### src/logic/ofc_pkg.sv
// constants, carrier types and crc step for the flow control receiver
package ofc_pkg;

   localparam int CAL_W      = 16;
   localparam int CRC_W      = 4;
   localparam int DEF_LANES  = 8;
   localparam int MAX_LANES  = 31;
   localparam int WB_ADR_W   = 8;
   localparam int WB_DAT_W   = 32;
   localparam int ERR_CNT_W  = 16;
   localparam int LINK_BIT   = 31;
   localparam int ERR_ST_LSB = 16;
   localparam int EV_W       = 4;

   localparam logic [CRC_W-1:0] CRC_POLY = 4'h3;
   localparam logic [CRC_W-1:0] CRC_INIT = 4'hf;

   localparam logic [WB_ADR_W-1:0] ADR_CTRL  = 8'h00;
   localparam logic [WB_ADR_W-1:0] ADR_EVENT = 8'h04;
   localparam logic [WB_ADR_W-1:0] ADR_MASK  = 8'h08;
   localparam logic [WB_ADR_W-1:0] ADR_CAL   = 8'h0c;
   localparam logic [WB_ADR_W-1:0] ADR_LSTS  = 8'h10;
   localparam logic [WB_ADR_W-1:0] ADR_ERRS  = 8'h14;

   localparam int   CTRL_EN_BIT = 0;
   localparam logic CTRL_EN_RST = 1'b1;
   localparam logic [EV_W-1:0] MASK_RST = 4'h0;

   typedef struct packed {
      logic clk;
      logic data;
      logic sync;
   } ofc_link_type;

   // lsb first: calendar good, calendar bad, status good, status bad
   typedef struct packed {
      logic st_bad;
      logic st_ok;
      logic cal_bad;
      logic cal_ok;
   } ofc_event_type;

   function automatic logic [CRC_W-1:0] ofc_crc_step(
      input logic [CRC_W-1:0] crc,
      input logic             din);
      logic fb;
      fb = crc[CRC_W-1] ^ din;
      ofc_crc_step = {crc[CRC_W-2:0], 1'b0} ^ (fb ? CRC_POLY : '0);
   endfunction

endpackage

### src/logic/ofc_sync.sv
// two-stage synchroniser for the incoming link pins
`timescale 1ns/100ps
module ofc_sync
   import ofc_pkg::*;
(
   input  wire logic         clk_i,
   input  wire logic         rst_i,
   input  wire ofc_link_type d_i,
   output ofc_link_type      q_o
);

   typedef struct packed {
      ofc_link_type meta;
      ofc_link_type stable;
   } ofc_sync_state_type;

   ofc_sync_state_type r;
   ofc_sync_state_type next_r;

   // first stage feeds only the second stage
   always_comb begin
      next_r        = r;
      next_r.meta   = d_i;
      next_r.stable = r.meta;
   end

   always_ff @(posedge clk_i) begin
      if (rst_i) begin
         r <= '0;
      end else begin
         r <= next_r;
      end
   end

   assign q_o = r.stable;

endmodule // ofc_sync

### src/logic/ofc_crc4.sv
// serial crc4 accumulator, one bit per enable
`timescale 1ns/100ps
module ofc_crc4
   import ofc_pkg::*;
(
   input  wire logic             clk_i,
   input  wire logic             rst_i,
   input  wire logic             clr_i,
   input  wire logic             en_i,
   input  wire logic             bit_i,
   output logic [CRC_W-1:0]      crc_o
);

   typedef struct packed {
      logic [CRC_W-1:0] crc;
   } ofc_crc_state_type;

   ofc_crc_state_type r;
   ofc_crc_state_type next_r;

   // a clear with an enable starts a block on its first bit
   always_comb begin
      next_r = r;
      if (clr_i && en_i) begin
         next_r.crc = ofc_crc_step(CRC_INIT, bit_i);
      end else if (clr_i) begin
         next_r.crc = CRC_INIT;
      end else if (en_i) begin
         next_r.crc = ofc_crc_step(r.crc, bit_i);
      end
   end

   always_ff @(posedge clk_i) begin
      if (rst_i) begin
         r.crc <= CRC_INIT;
      end else begin
         r <= next_r;
      end
   end

   assign crc_o = r.crc;

endmodule // ofc_crc4

### src/logic/ofc_rx.sv
// out-of-band flow control receiver with wishbone registers
`timescale 1ns/100ps
module ofc_rx
   import ofc_pkg::*;
#(
   parameter int LANES = DEF_LANES
)(
   input  wire logic                clk_i,
   input  wire logic                rst_i,
   input  wire logic                fc_clk_i,
   input  wire logic                fc_data_i,
   input  wire logic                fc_sync_i,
   input  wire logic                wb_cyc_i,
   input  wire logic                wb_stb_i,
   input  wire logic                wb_we_i,
   input  wire logic [WB_ADR_W-1:0] wb_adr_i,
   input  wire logic [3:0]          wb_sel_i,
   input  wire logic [WB_DAT_W-1:0] wb_dat_i,
   output logic [WB_DAT_W-1:0]      wb_dat_o,
   output logic                     wb_ack_o,
   output logic [CAL_W-1:0]         calendar_o,
   output logic                     cal_update_o,
   output logic                     cal_error_o,
   output logic [LANES-1:0]         lane_status_o,
   output logic                     link_status_o,
   output logic                     stat_update_o,
   output logic                     stat_error_o,
   output logic                     irq_o
);

   localparam int ST_W    = LANES + 1;
   localparam int CAL_END = CAL_W + CRC_W;
   localparam int ST_DEND = CAL_END + ST_W;
   localparam int IDLE    = ST_DEND + CRC_W;
   localparam int CNT_W   = $clog2(IDLE + 1);

   localparam logic [CNT_W-1:0] P_ZERO    = '0;
   localparam logic [CNT_W-1:0] P_ONE     = CNT_W'(1);
   localparam logic [CNT_W-1:0] P_CAL_W   = CNT_W'(CAL_W);
   localparam logic [CNT_W-1:0] P_CAL_END = CNT_W'(CAL_END);
   localparam logic [CNT_W-1:0] P_ST_DEND = CNT_W'(ST_DEND);
   localparam logic [CNT_W-1:0] P_IDLE    = CNT_W'(IDLE);
   localparam logic [ERR_CNT_W-1:0] ERR_MAX = '1;

   generate
      if (LANES < 1 || LANES > MAX_LANES) begin : g_bad_lanes
         $error("ofc_rx: LANES out of range");
      end
   endgenerate

   typedef struct packed {
      logic                 clk_d;
      logic [CNT_W-1:0]     cnt;
      logic [CAL_W-1:0]     cal_sh;
      logic [ST_W-1:0]      st_sh;
      logic [CRC_W-1:0]     crc_sh;
      logic [CAL_W-1:0]     calendar;
      logic [LANES-1:0]     lane;
      logic                 link;
      ofc_event_type        pulse;
      logic                 ctrl_en;
      logic [EV_W-1:0]      events;
      logic [EV_W-1:0]      mask;
      logic [ERR_CNT_W-1:0] cal_errs;
      logic [ERR_CNT_W-1:0] st_errs;
      logic                 irq;
      logic                 ack;
      logic [WB_DAT_W-1:0]  dat;
   } ofc_rx_state_type;

   ofc_rx_state_type r;
   ofc_rx_state_type next_r;

   ofc_link_type     pins;
   ofc_link_type     lk;
   logic [CRC_W-1:0] crc_q;
   logic             crc_clr;
   logic             crc_en;
   logic             rise;
   logic             cal_end;
   logic             st_end;
   logic             crc_match;
   logic [CNT_W-1:0] pos;
   ofc_event_type    ev;
   logic             bus_req;
   logic             bus_wr;
   logic             bus_rd;
   logic [WB_DAT_W-1:0] rd_val;

   // member order of the link carrier: clk, data, sync
   assign pins = {fc_clk_i, fc_data_i, fc_sync_i};

   // pins are asynchronous to clk_i, so all three pass two flops
   ofc_sync u_sync (
      .clk_i (clk_i),
      .rst_i (rst_i),
      .d_i   (pins),
      .q_o   (lk)
   );

   ofc_crc4 u_crc (
      .clk_i (clk_i),
      .rst_i (rst_i),
      .clr_i (crc_clr),
      .en_i  (crc_en),
      .bit_i (lk.data),
      .crc_o (crc_q)
   );

   // edge found on the synchronised copy; needs clk_i at twice fc_clk
   assign rise = lk.clk & ~r.clk_d;

   assign bus_req = wb_cyc_i & wb_stb_i & ~r.ack;
   // a write lands at the edge where the master samples ack high
   assign bus_wr  = wb_cyc_i & wb_stb_i & r.ack & wb_we_i;
   assign bus_rd  = bus_req & ~wb_we_i;

   always_comb begin
      rd_val = '0;
      unique case (wb_adr_i)
         ADR_CTRL:  rd_val[CTRL_EN_BIT] = r.ctrl_en;
         ADR_EVENT: rd_val[EV_W-1:0] = r.events;
         ADR_MASK:  rd_val[EV_W-1:0] = r.mask;
         ADR_CAL:   rd_val[CAL_W-1:0] = r.calendar;
         ADR_LSTS: begin
            rd_val[LANES-1:0] = r.lane;
            rd_val[LINK_BIT]  = r.link;
         end
         ADR_ERRS: begin
            rd_val[ERR_CNT_W-1:0] = r.cal_errs;
            rd_val[ERR_ST_LSB +: ERR_CNT_W] = r.st_errs;
         end
         default:   rd_val = '0;
      endcase
   end

   always_comb begin
      next_r    = r;
      crc_clr   = 1'b0;
      crc_en    = 1'b0;
      cal_end   = 1'b0;
      st_end    = 1'b0;
      ev        = '0;
      // a sync bit is position zero of a new frame
      pos       = lk.sync ? P_ZERO : r.cnt;
      crc_match = ({r.crc_sh[CRC_W-2:0], lk.data} == crc_q);

      next_r.clk_d = lk.clk;
      if (rise && r.ctrl_en) begin
         if (pos < P_IDLE) begin
            next_r.cnt = pos + P_ONE;
         end
         if (pos < P_CAL_W) begin
            crc_en        = 1'b1;
            crc_clr       = (pos == P_ZERO);
            next_r.cal_sh = {r.cal_sh[CAL_W-2:0], lk.data};
         end else if (pos < P_CAL_END) begin
            next_r.crc_sh = {r.crc_sh[CRC_W-2:0], lk.data};
            cal_end       = (pos == P_CAL_END - P_ONE);
         end else if (pos < P_ST_DEND) begin
            crc_en       = 1'b1;
            crc_clr      = (pos == P_CAL_END);
            next_r.st_sh = {r.st_sh[ST_W-2:0], lk.data};
         end else if (pos < P_IDLE) begin
            next_r.crc_sh = {r.crc_sh[CRC_W-2:0], lk.data};
            st_end        = (pos == P_IDLE - P_ONE);
         end
      end
      // disabled receiver waits for a fresh sync after re-enable
      if (!r.ctrl_en) begin
         next_r.cnt = P_IDLE;
      end

      ev.cal_ok  = cal_end & crc_match;
      ev.cal_bad = cal_end & ~crc_match;
      ev.st_ok   = st_end & crc_match;
      ev.st_bad  = st_end & ~crc_match;
      // indications are registered single pulses in clk_i
      next_r.pulse = ev;

      if (cal_end) begin
         next_r.calendar = r.cal_sh;
      end
      if (st_end) begin
         next_r.lane = r.st_sh[ST_W-1:1];
         next_r.link = r.st_sh[0];
      end
      if (ev.cal_bad && r.cal_errs != ERR_MAX) begin
         next_r.cal_errs = r.cal_errs + 1'b1;
      end
      if (ev.st_bad && r.st_errs != ERR_MAX) begin
         next_r.st_errs = r.st_errs + 1'b1;
      end

      // read of the event register clears it, a new event still lands
      if (bus_rd && wb_adr_i == ADR_EVENT) begin
         next_r.events = ev;
      end else begin
         next_r.events = r.events | ev;
      end

      if (bus_wr && wb_sel_i[0]) begin
         if (wb_adr_i == ADR_CTRL) begin
            next_r.ctrl_en = wb_dat_i[CTRL_EN_BIT];
         end
         if (wb_adr_i == ADR_MASK) begin
            next_r.mask = wb_dat_i[EV_W-1:0];
         end
      end
      // any write to the counter word zeroes both counters
      if (bus_wr && wb_adr_i == ADR_ERRS) begin
         next_r.cal_errs = '0;
         next_r.st_errs  = '0;
      end

      next_r.ack = bus_req;
      next_r.dat = bus_rd ? rd_val : '0;
      next_r.irq = |(next_r.events & next_r.mask);
   end

   // synchronous reset clears the state except cnt (loads P_IDLE) and ctrl_en (loads CTRL_EN_RST), regardless of the link clock
   always_ff @(posedge clk_i) begin
      if (rst_i) begin
         r         <= '0;
         r.cnt     <= P_IDLE;
         r.ctrl_en <= CTRL_EN_RST;
         r.mask    <= MASK_RST;
      end else begin
         r <= next_r;
      end
   end

   assign wb_dat_o      = r.dat;
   assign wb_ack_o      = r.ack;
   assign calendar_o    = r.calendar;
   assign cal_update_o  = r.pulse.cal_ok;
   assign cal_error_o   = r.pulse.cal_bad;
   assign lane_status_o = r.lane;
   assign link_status_o = r.link;
   assign stat_update_o = r.pulse.st_ok;
   assign stat_error_o  = r.pulse.st_bad;
   assign irq_o         = r.irq;
endmodule // ofc_rx

### config.mk
export PLATFORM = sky130hd
export DESIGN_NAME = ofc_rx
export DESIGN_NICKNAME = d
export VERILOG_FILES = /design/src/logic/ofc_pkg.sv /design/src/logic/ofc_sync.sv /design/src/logic/ofc_crc4.sv /design/src/logic/ofc_rx.sv
export SDC_FILE = /design/constraint.sdc
export NUM_CORES = 1
export LEC_CHECK = 0
export ABC_AREA = 0
export BUFFER_PORTS_ARGS = -buffer_cell sky130_fd_sc_hd__buf_2
export CAP_MARGIN = 5
export CORE_MARGIN = 1.5
export CORE_UTILIZATION = 35
export CTS_CLUSTER_DIAMETER = 80
export CTS_CLUSTER_SIZE = 28
export DETAILED_ROUTE_END_ITERATION = 7
export PLACE_DENSITY = 0.54
export SLEW_MARGIN = 20
export SYNTH_ARGS = -nofsm -noshare
export SYNTH_HDL_FRONTEND = slang
export SYNTH_SLANG_ARGS = --single-unit
### constraint.sdc
create_clock -name clk_i -period 2.4 [get_ports clk_i]
set_clock_uncertainty 0.2 [all_clocks]
set_input_delay 0.6 -clock clk_i [delete_from_list [all_inputs] [get_ports clk_i]]
set_output_delay 0.6 -clock clk_i [all_outputs]
set_load 0.03 [all_outputs]
* After elaboration in Yosys (flattened, before gate mapping)
Index checks and enable logic that the tools add are counted.
** Storage, ports and cells
- Memory bits (writable) :: 0
- Input port bits :: 52
- Logic and storage cells :: 125
- Bits in read-only memories :: 0
- Memories kept :: 0
- Flip-flop bits (word level) :: 149
- Latch bits :: 0
- Output and inout port bits :: 63
** Operators by class
- Shifts and indexed selects :: 0
- Reductions and logical operators :: 21
- Add/subtract/negate cells :: 3
- Muxes and demuxes :: 33
- Eq/ne operators :: 12
- Bitwise logic cells :: 24
- Multipliers :: 0
- Divide/modulo/power cells :: 0
- $lt $le $gt $ge :: 4
** Operators by type and width (number)
- $add 16x1->16 const B :: 2
- $ne 16x16->1 const B :: 2
- $mux 4 :: 6
- $lt 6x5->1 const B :: 3
- $eq 8x4->1 const B :: 2
- $eq 8x5->1 const B :: 2
- $mux 1 :: 16
- $pmux 8 s2 :: 1
- $pmux 3 s5 :: 1
- $eq 6x5->1 const B :: 2
- $pmux 4 s3 :: 1
- $and 1x1->1 :: 10
- $mux 3 :: 3
- $not 1->1 :: 9
- $eq 8x3->1 const B :: 1
- $logic_not 8->1 :: 1
- $reduce_and 4->1 :: 2
- $logic_and 1x1->1 :: 7
- $add 6x1->6 const B :: 1
- $eq 6x6->1 const B :: 1
- $logic_not 6->1 :: 1
- $lt 6x6->1 const B :: 1
- $mux 6 :: 1
- $pmux 1 s6 :: 1
- 15 further kinds :: 20

* Depth between registers and ports, before layout
- Word-level depth :: 12
- Gate-level depth with buffers :: 12
- Mapped depth without buffers :: 9

* Cells and area by module
From an unflattened synthesis, not the netlist that was laid out.
** Second synthesis, totals
- Cells, all modules :: 705
- Area, all modules :: 6358.6 sq um
** Modules (own cells, without submodules)
- ofc_rx :: area each 5990.7 sq um, seq. area each 2782.7 sq um, cells each 672, instances 1
- ofc_crc4 :: area each 210.2 sq um, seq. area each 80.1 sq um, cells each 21, instances 1
- ofc_sync :: area each 157.7 sq um, seq. area each 120.1 sq um, cells each 12, instances 1

* Worst setup path after synthesis
OpenSTA, ideal clock, no wires.
- Path kind :: register -> register
- From :: reg u_sync.r, in the netlist u_sync.q_o[0]
- To :: reg r[47] (netlist name)
- Arrival :: 2.296 ns
- Buffers on the path :: 3
- Slack :: -0.224 ns
- Stages on the path, launching flop included :: 13
- Library setup time :: 0.128 ns
- Cells stage by stage :: dfxtp_1 clkbuf_1 clkbuf_1 nor2b_1 inv_1 ha_1 nor4b_4 and3_2 o311ai_4 buf_6 nor3_1 xnor2_1 nor2_1
** On the way
- Longest elaborated chain between the ends :: 9
** Ends and longest elaborated chain
- from (decl) :: line ofc_sync.sv:17 : ofc_sync_state_type r;
- from (signal assigned) :: line ofc_sync.sv:31 : r <= next_r;
- $mux 6 (*) :: line ofc_rx.sv:145 : pos = lk.sync ? P_ZERO : r.cnt;
- $lt 6x6->1 or $eq 6x6->1 (tied branches) :: line ofc_rx.sv:164, ofc_rx.sv:166
- $mux 1 :: line ofc_rx.sv:164 : end else if (pos < P_IDLE) begin
- $mux 1 :: line ofc_rx.sv:160 : end else if (pos < P_ST_DEND) begin
- $mux 1 :: line ofc_rx.sv:157 : end else if (pos < P_CAL_END) begin
- $mux 1 (*) :: line ofc_rx.sv:153 : if (pos < P_CAL_W) begin
- $mux 1 (*) :: line ofc_rx.sv:149 : if (rise && r.ctrl_en) begin
- $and 1x1->1 (*) :: line ofc_rx.sv:177 : ev.st_bad = st_end & ~crc_match;
- $logic_and 1x1->1 (*) :: line ofc_rx.sv:191 : if (ev.st_bad && r.st_errs != ERR_MAX) begin
- to (signal assigned) :: line ofc_rx.sv:229 : r <= next_r;
- to (decl) :: line ofc_rx.sv:71 : ofc_rx_state_type r;
Mark *: on every way between the ends. The rest lies on a longest branch, timed or not.
A chain may end at the register's enable or synchronous reset.

* Final worst setup path
- From :: reg r[133] (netlist name)
- To :: reg r[37] (netlist name)
** On the way
- Longest elaborated chain between the ends :: 9
** Ends and longest elaborated chain (line)
- $mux 6 (*) :: ofc_rx.sv:145
- $lt 6x6->1 or $eq 6x6->1 (tied branches) :: ofc_rx.sv:164, ofc_rx.sv:166
- $mux 1 :: ofc_rx.sv:164
- $mux 1 :: ofc_rx.sv:160
- $mux 1 :: ofc_rx.sv:157
- $mux 1 (*) :: ofc_rx.sv:153
- $mux 1 (*) :: ofc_rx.sv:149
- $and 1x1->1 (*) :: ofc_rx.sv:177
- $logic_and 1x1->1 (*) :: ofc_rx.sv:191
Marked as above.

==> impl_metrics.env <==
export IMPL_status="complete, no violations"
export IMPL_hold_path_class="primary input to flip-flop"
export IMPL_synth_cells=712
export IMPL_clock_sinks=149
export IMPL_die_area_sq_mm=0.0190
export IMPL_avgSynthCellArea_sq_um=8.93
export IMPL_gp_congestion=0.812
export IMPL_drive_gt1_share_pct=24.3
export IMPL_crit_type="flip-flop to flip-flop"
export IMPL_cp_slowest_cell="dfxtp_2"
export IMPL_ios=115
export IMPL_grt_start_max_net_pins=61
export IMPL_netlist_area_sq_mm=0.00636
export IMPL_io_buffers=83
export IMPL_grt_use_met1_pct=21.4
export IMPL_numCtsBuffers=17
export IMPL_instances_no_fill=1013
export IMPL_clkTransAtPathRegs_ps=60
export IMPL_critPathBufInv=2
export IMPL_cts_tree="yes"
export IMPL_period_share_pct=96.6
export IMPL_slew_violations=0
export IMPL_yosys_warnings=0
export IMPL_dpl_cell_count=976
export IMPL_maxCapViolations=0
export IMPL_start_util_pct=35.5
export IMPL_holdBufCountCts=0
export IMPL_final_antenna_net_count=0
export IMPL_synth_common_cells="149 x dfxtp_1, 83 x nand2_1, 81 x nor2_1"
export IMPL_stdcell_area_sq_mm=0.00747
export IMPL_crit_required_ps=2550
export IMPL_drt_iter0_drc=284
export IMPL_dp_hpwl_mm=11.1
export IMPL_async_flop_share_pct=0
export IMPL_clock_path_buffers=2
export IMPL_grt_busiest_layer="met2"
export IMPL_ys_ff_latch=149
export IMPL_viasPerCell=4.90
export IMPL_grt_ovfl_total=0
export IMPL_drc_errors=0
export IMPL_num_rows=49
export IMPL_tightest_slew_ps=1090
export IMPL_clk_insertion_delay_late_ps=430
export IMPL_synth_edf_count=0
export IMPL_yosysTopAreaCell="dfxtp_1"
export IMPL_fin_nets=826
export IMPL_place_area_sq_mm=0.00681
export IMPL_worstPathMaxFanout=7
export IMPL_die_h_microns=138
export IMPL_drt_total_wl_mm=15.0
export IMPL_finalHoldViolations=0
export IMPL_crit_family="simple AND/OR/NAND/NOR gates"
export IMPL_tns_ps=0
export IMPL_routed_via_count=4959
export IMPL_synth_top_area_share_pct=46.9
export IMPL_clock_fmax_mhz=431
export IMPL_crit_path_start_kind="flip-flop"
export IMPL_clockRootBuffer="clkbuf_16"
export IMPL_antenna_found_initial=1
export IMPL_grt_use_met2_pct=25.9
export IMPL_cp_arrival_ps=2470
export IMPL_max_stage_delay_ps=340
export IMPL_dr_pass1_iters=8
export IMPL_synth_ff_type="dfxtp_1"
export IMPL_p_leak_nw=3.03
export IMPL_synth_area_leaders="dfxtp_1 47%, buf_4 7.1%, mux2i_1 5.8%"
export IMPL_area_delta_synth_final_pct=17.5
export IMPL_grtUsageTotal_pct=16.3
export IMPL_path_cells="nor2b_2 > inv_1 > ha_2 > nor4b_4 > and3_4 > o311ai_4 > buf_6 > or3_1 > a21oi_1"
export IMPL_wl_per_cell_microns=14.9
export IMPL_use_met3_pct=4.67
export IMPL_relSlewSlack_pct=27.1
export IMPL_finalWorstPathRequiredPeriod_ps=2320
export IMPL_vdd_drop_max_v=0.000548
export IMPL_htreeDepth=4
export IMPL_power_density_mw_per_mm2=701
export IMPL_yosysMostFrequentCell="dfxtp_1"
export IMPL_synth_distinct_cells=49
export IMPL_setup_viol=0
export IMPL_end_kind="flip-flop"
export IMPL_yosysSeqAreaShare_pct=46.9
export IMPL_grt_pass1_wl_mm=23.4
export IMPL_coreArea_sq_mm=0.0179
export IMPL_syn_num_nets=768
export IMPL_dieWidth_microns=138
export IMPL_grt_pass1_vias=4663
[worst reg2reg max path, cell delays in order (launching register included)]
cell and delay, ps:
dfxtp_2 340, nor2b_2 170, inv_1 70, ha_2 180
nor4b_4 210, and3_4 270, o311ai_4 160, buf_6 170
or3_1 330, a21oi_1 150
[path summary, 6_finish.rpt]
| kind | from | end | slack [ps] | cells after the start |
|---|---|---|---|---|
| setup reg to reg | r[133] | r[37] | 80 | 9 |
| setup / recovery | r[133] | r[37] | 80 | 9 |
| hold / removal | fc_data_i | u_sync.next_r[1] | 180 | 2 |
| hold reg to reg | u_sync.next_r[0] | u_sync.q_o[0] | 240 | 1 |
[routing by layer]
metal | wire length (microns) | share of wire [%] | up-vias
met4 | 143 | 0.95 | 0
li1 | - | - | 2482
met2 | 7070 | 47 | 113
met3 | 764 | 5.1 | 12
met5 | 0 | 0 | -
met1 | 7070 | 47 | 2352
[sequential cells by signal, indices dropped and copies added, names as in the netlist]
signal,count
u_crc.crc_o,4
irq_o,1
wb_dat_o,32
u_sync.q_o,3
lane_status_o,8
link_status_o,1
wb_ack_o,1
cal_update_o,1
u_sync.next_r,3
r,76
stat_update_o,1
calendar_o,16
cal_error_o,1
stat_error_o,1
[cell usage in the layout (no fill, tap or decap), types with 5 or more instances in the layout]
| cell | Yosys | layout |
|---|---|---|
| a21oi_1 | 49 | 49 |
| a22o_1 | 8 | 8 |
| a22oi_1 | 11 | 11 |
| and2_1 | 11 | 11 |
| buf_2 | 8 | 83 |
| buf_4 | 60 | 44 |
| clkbuf_16 | 0 | 17 |
| clkinvlp_4 | 0 | 6 |
| dfxtp_1 | 149 | 145 |
| inv_1 | 16 | 16 |
| mux2i_1 | 37 | 37 |
| nand2_1 | 83 | 83 |
| nand2b_1 | 6 | 5 |
| nand3_1 | 16 | 16 |
| nand4_1 | 8 | 8 |
| nor2_1 | 81 | 81 |
| nor2b_1 | 11 | 10 |
| nor3_1 | 28 | 26 |
| o21ai_0 | 11 | 11 |
| o22ai_1 | 5 | 5 |
| xnor2_1 | 27 | 27 |
| xor2_1 | 5 | 5 |
[where the power goes]
group          leakage (nW)  internal, mW  switching, mW
clock                 0.266          1.54           1.08
sequential             1.20          2.48        0.00561
combinational          1.56        0.0523         0.0805
[through the flow]
step,worst slack (ps),hold WS (ps),power (mW),utilization [%]
after floorplan,-7.06,214,2.62,-
after global placement,-50.4,216,2.67,38.1
after detailed placement,-13.4,221,2.67,38.1
after CTS,36.7,173,5.28,41.3
after global routing,-20.4,183,5.42,41.7
final,81.9,183,5.24,41.7
[timing repair]
action,CTS,global route
setup buffers,0,3
gates resized for setup,0,13
endpoints found under the setup margin,0,11
[kinds of logic after synthesis]
family / Yosys count / synth area share (%)
AOI/OAI and AO/OA: 102 / 10.2
xor gates and xnor gates: 32 / 4.41
muxes: 41 / 6.53
buffers and inverters: 106 / 10.1
adders and majority gates: 4 / 0.787
DFF: 149 / 46.9
and+or+nand+nor: 278 / 21.1
[layout make-up]
| type | count | area, sq um |
|---|---|---|
| clock buffer | 18 | 429 |
| fill | 1801 | 10400 |
| inverter | 16 | 60.1 |
| multi-input combinational | 457 | 2770 |
| tap | 229 | 287 |
| timing repair buffer | 129 | 777 |
| clock inverter | 14 | 154 |
| antenna | 1 | 2.50 |
| sequential | 149 | 2990 |
No activity file was read; power rests on OpenSTA's default activity.
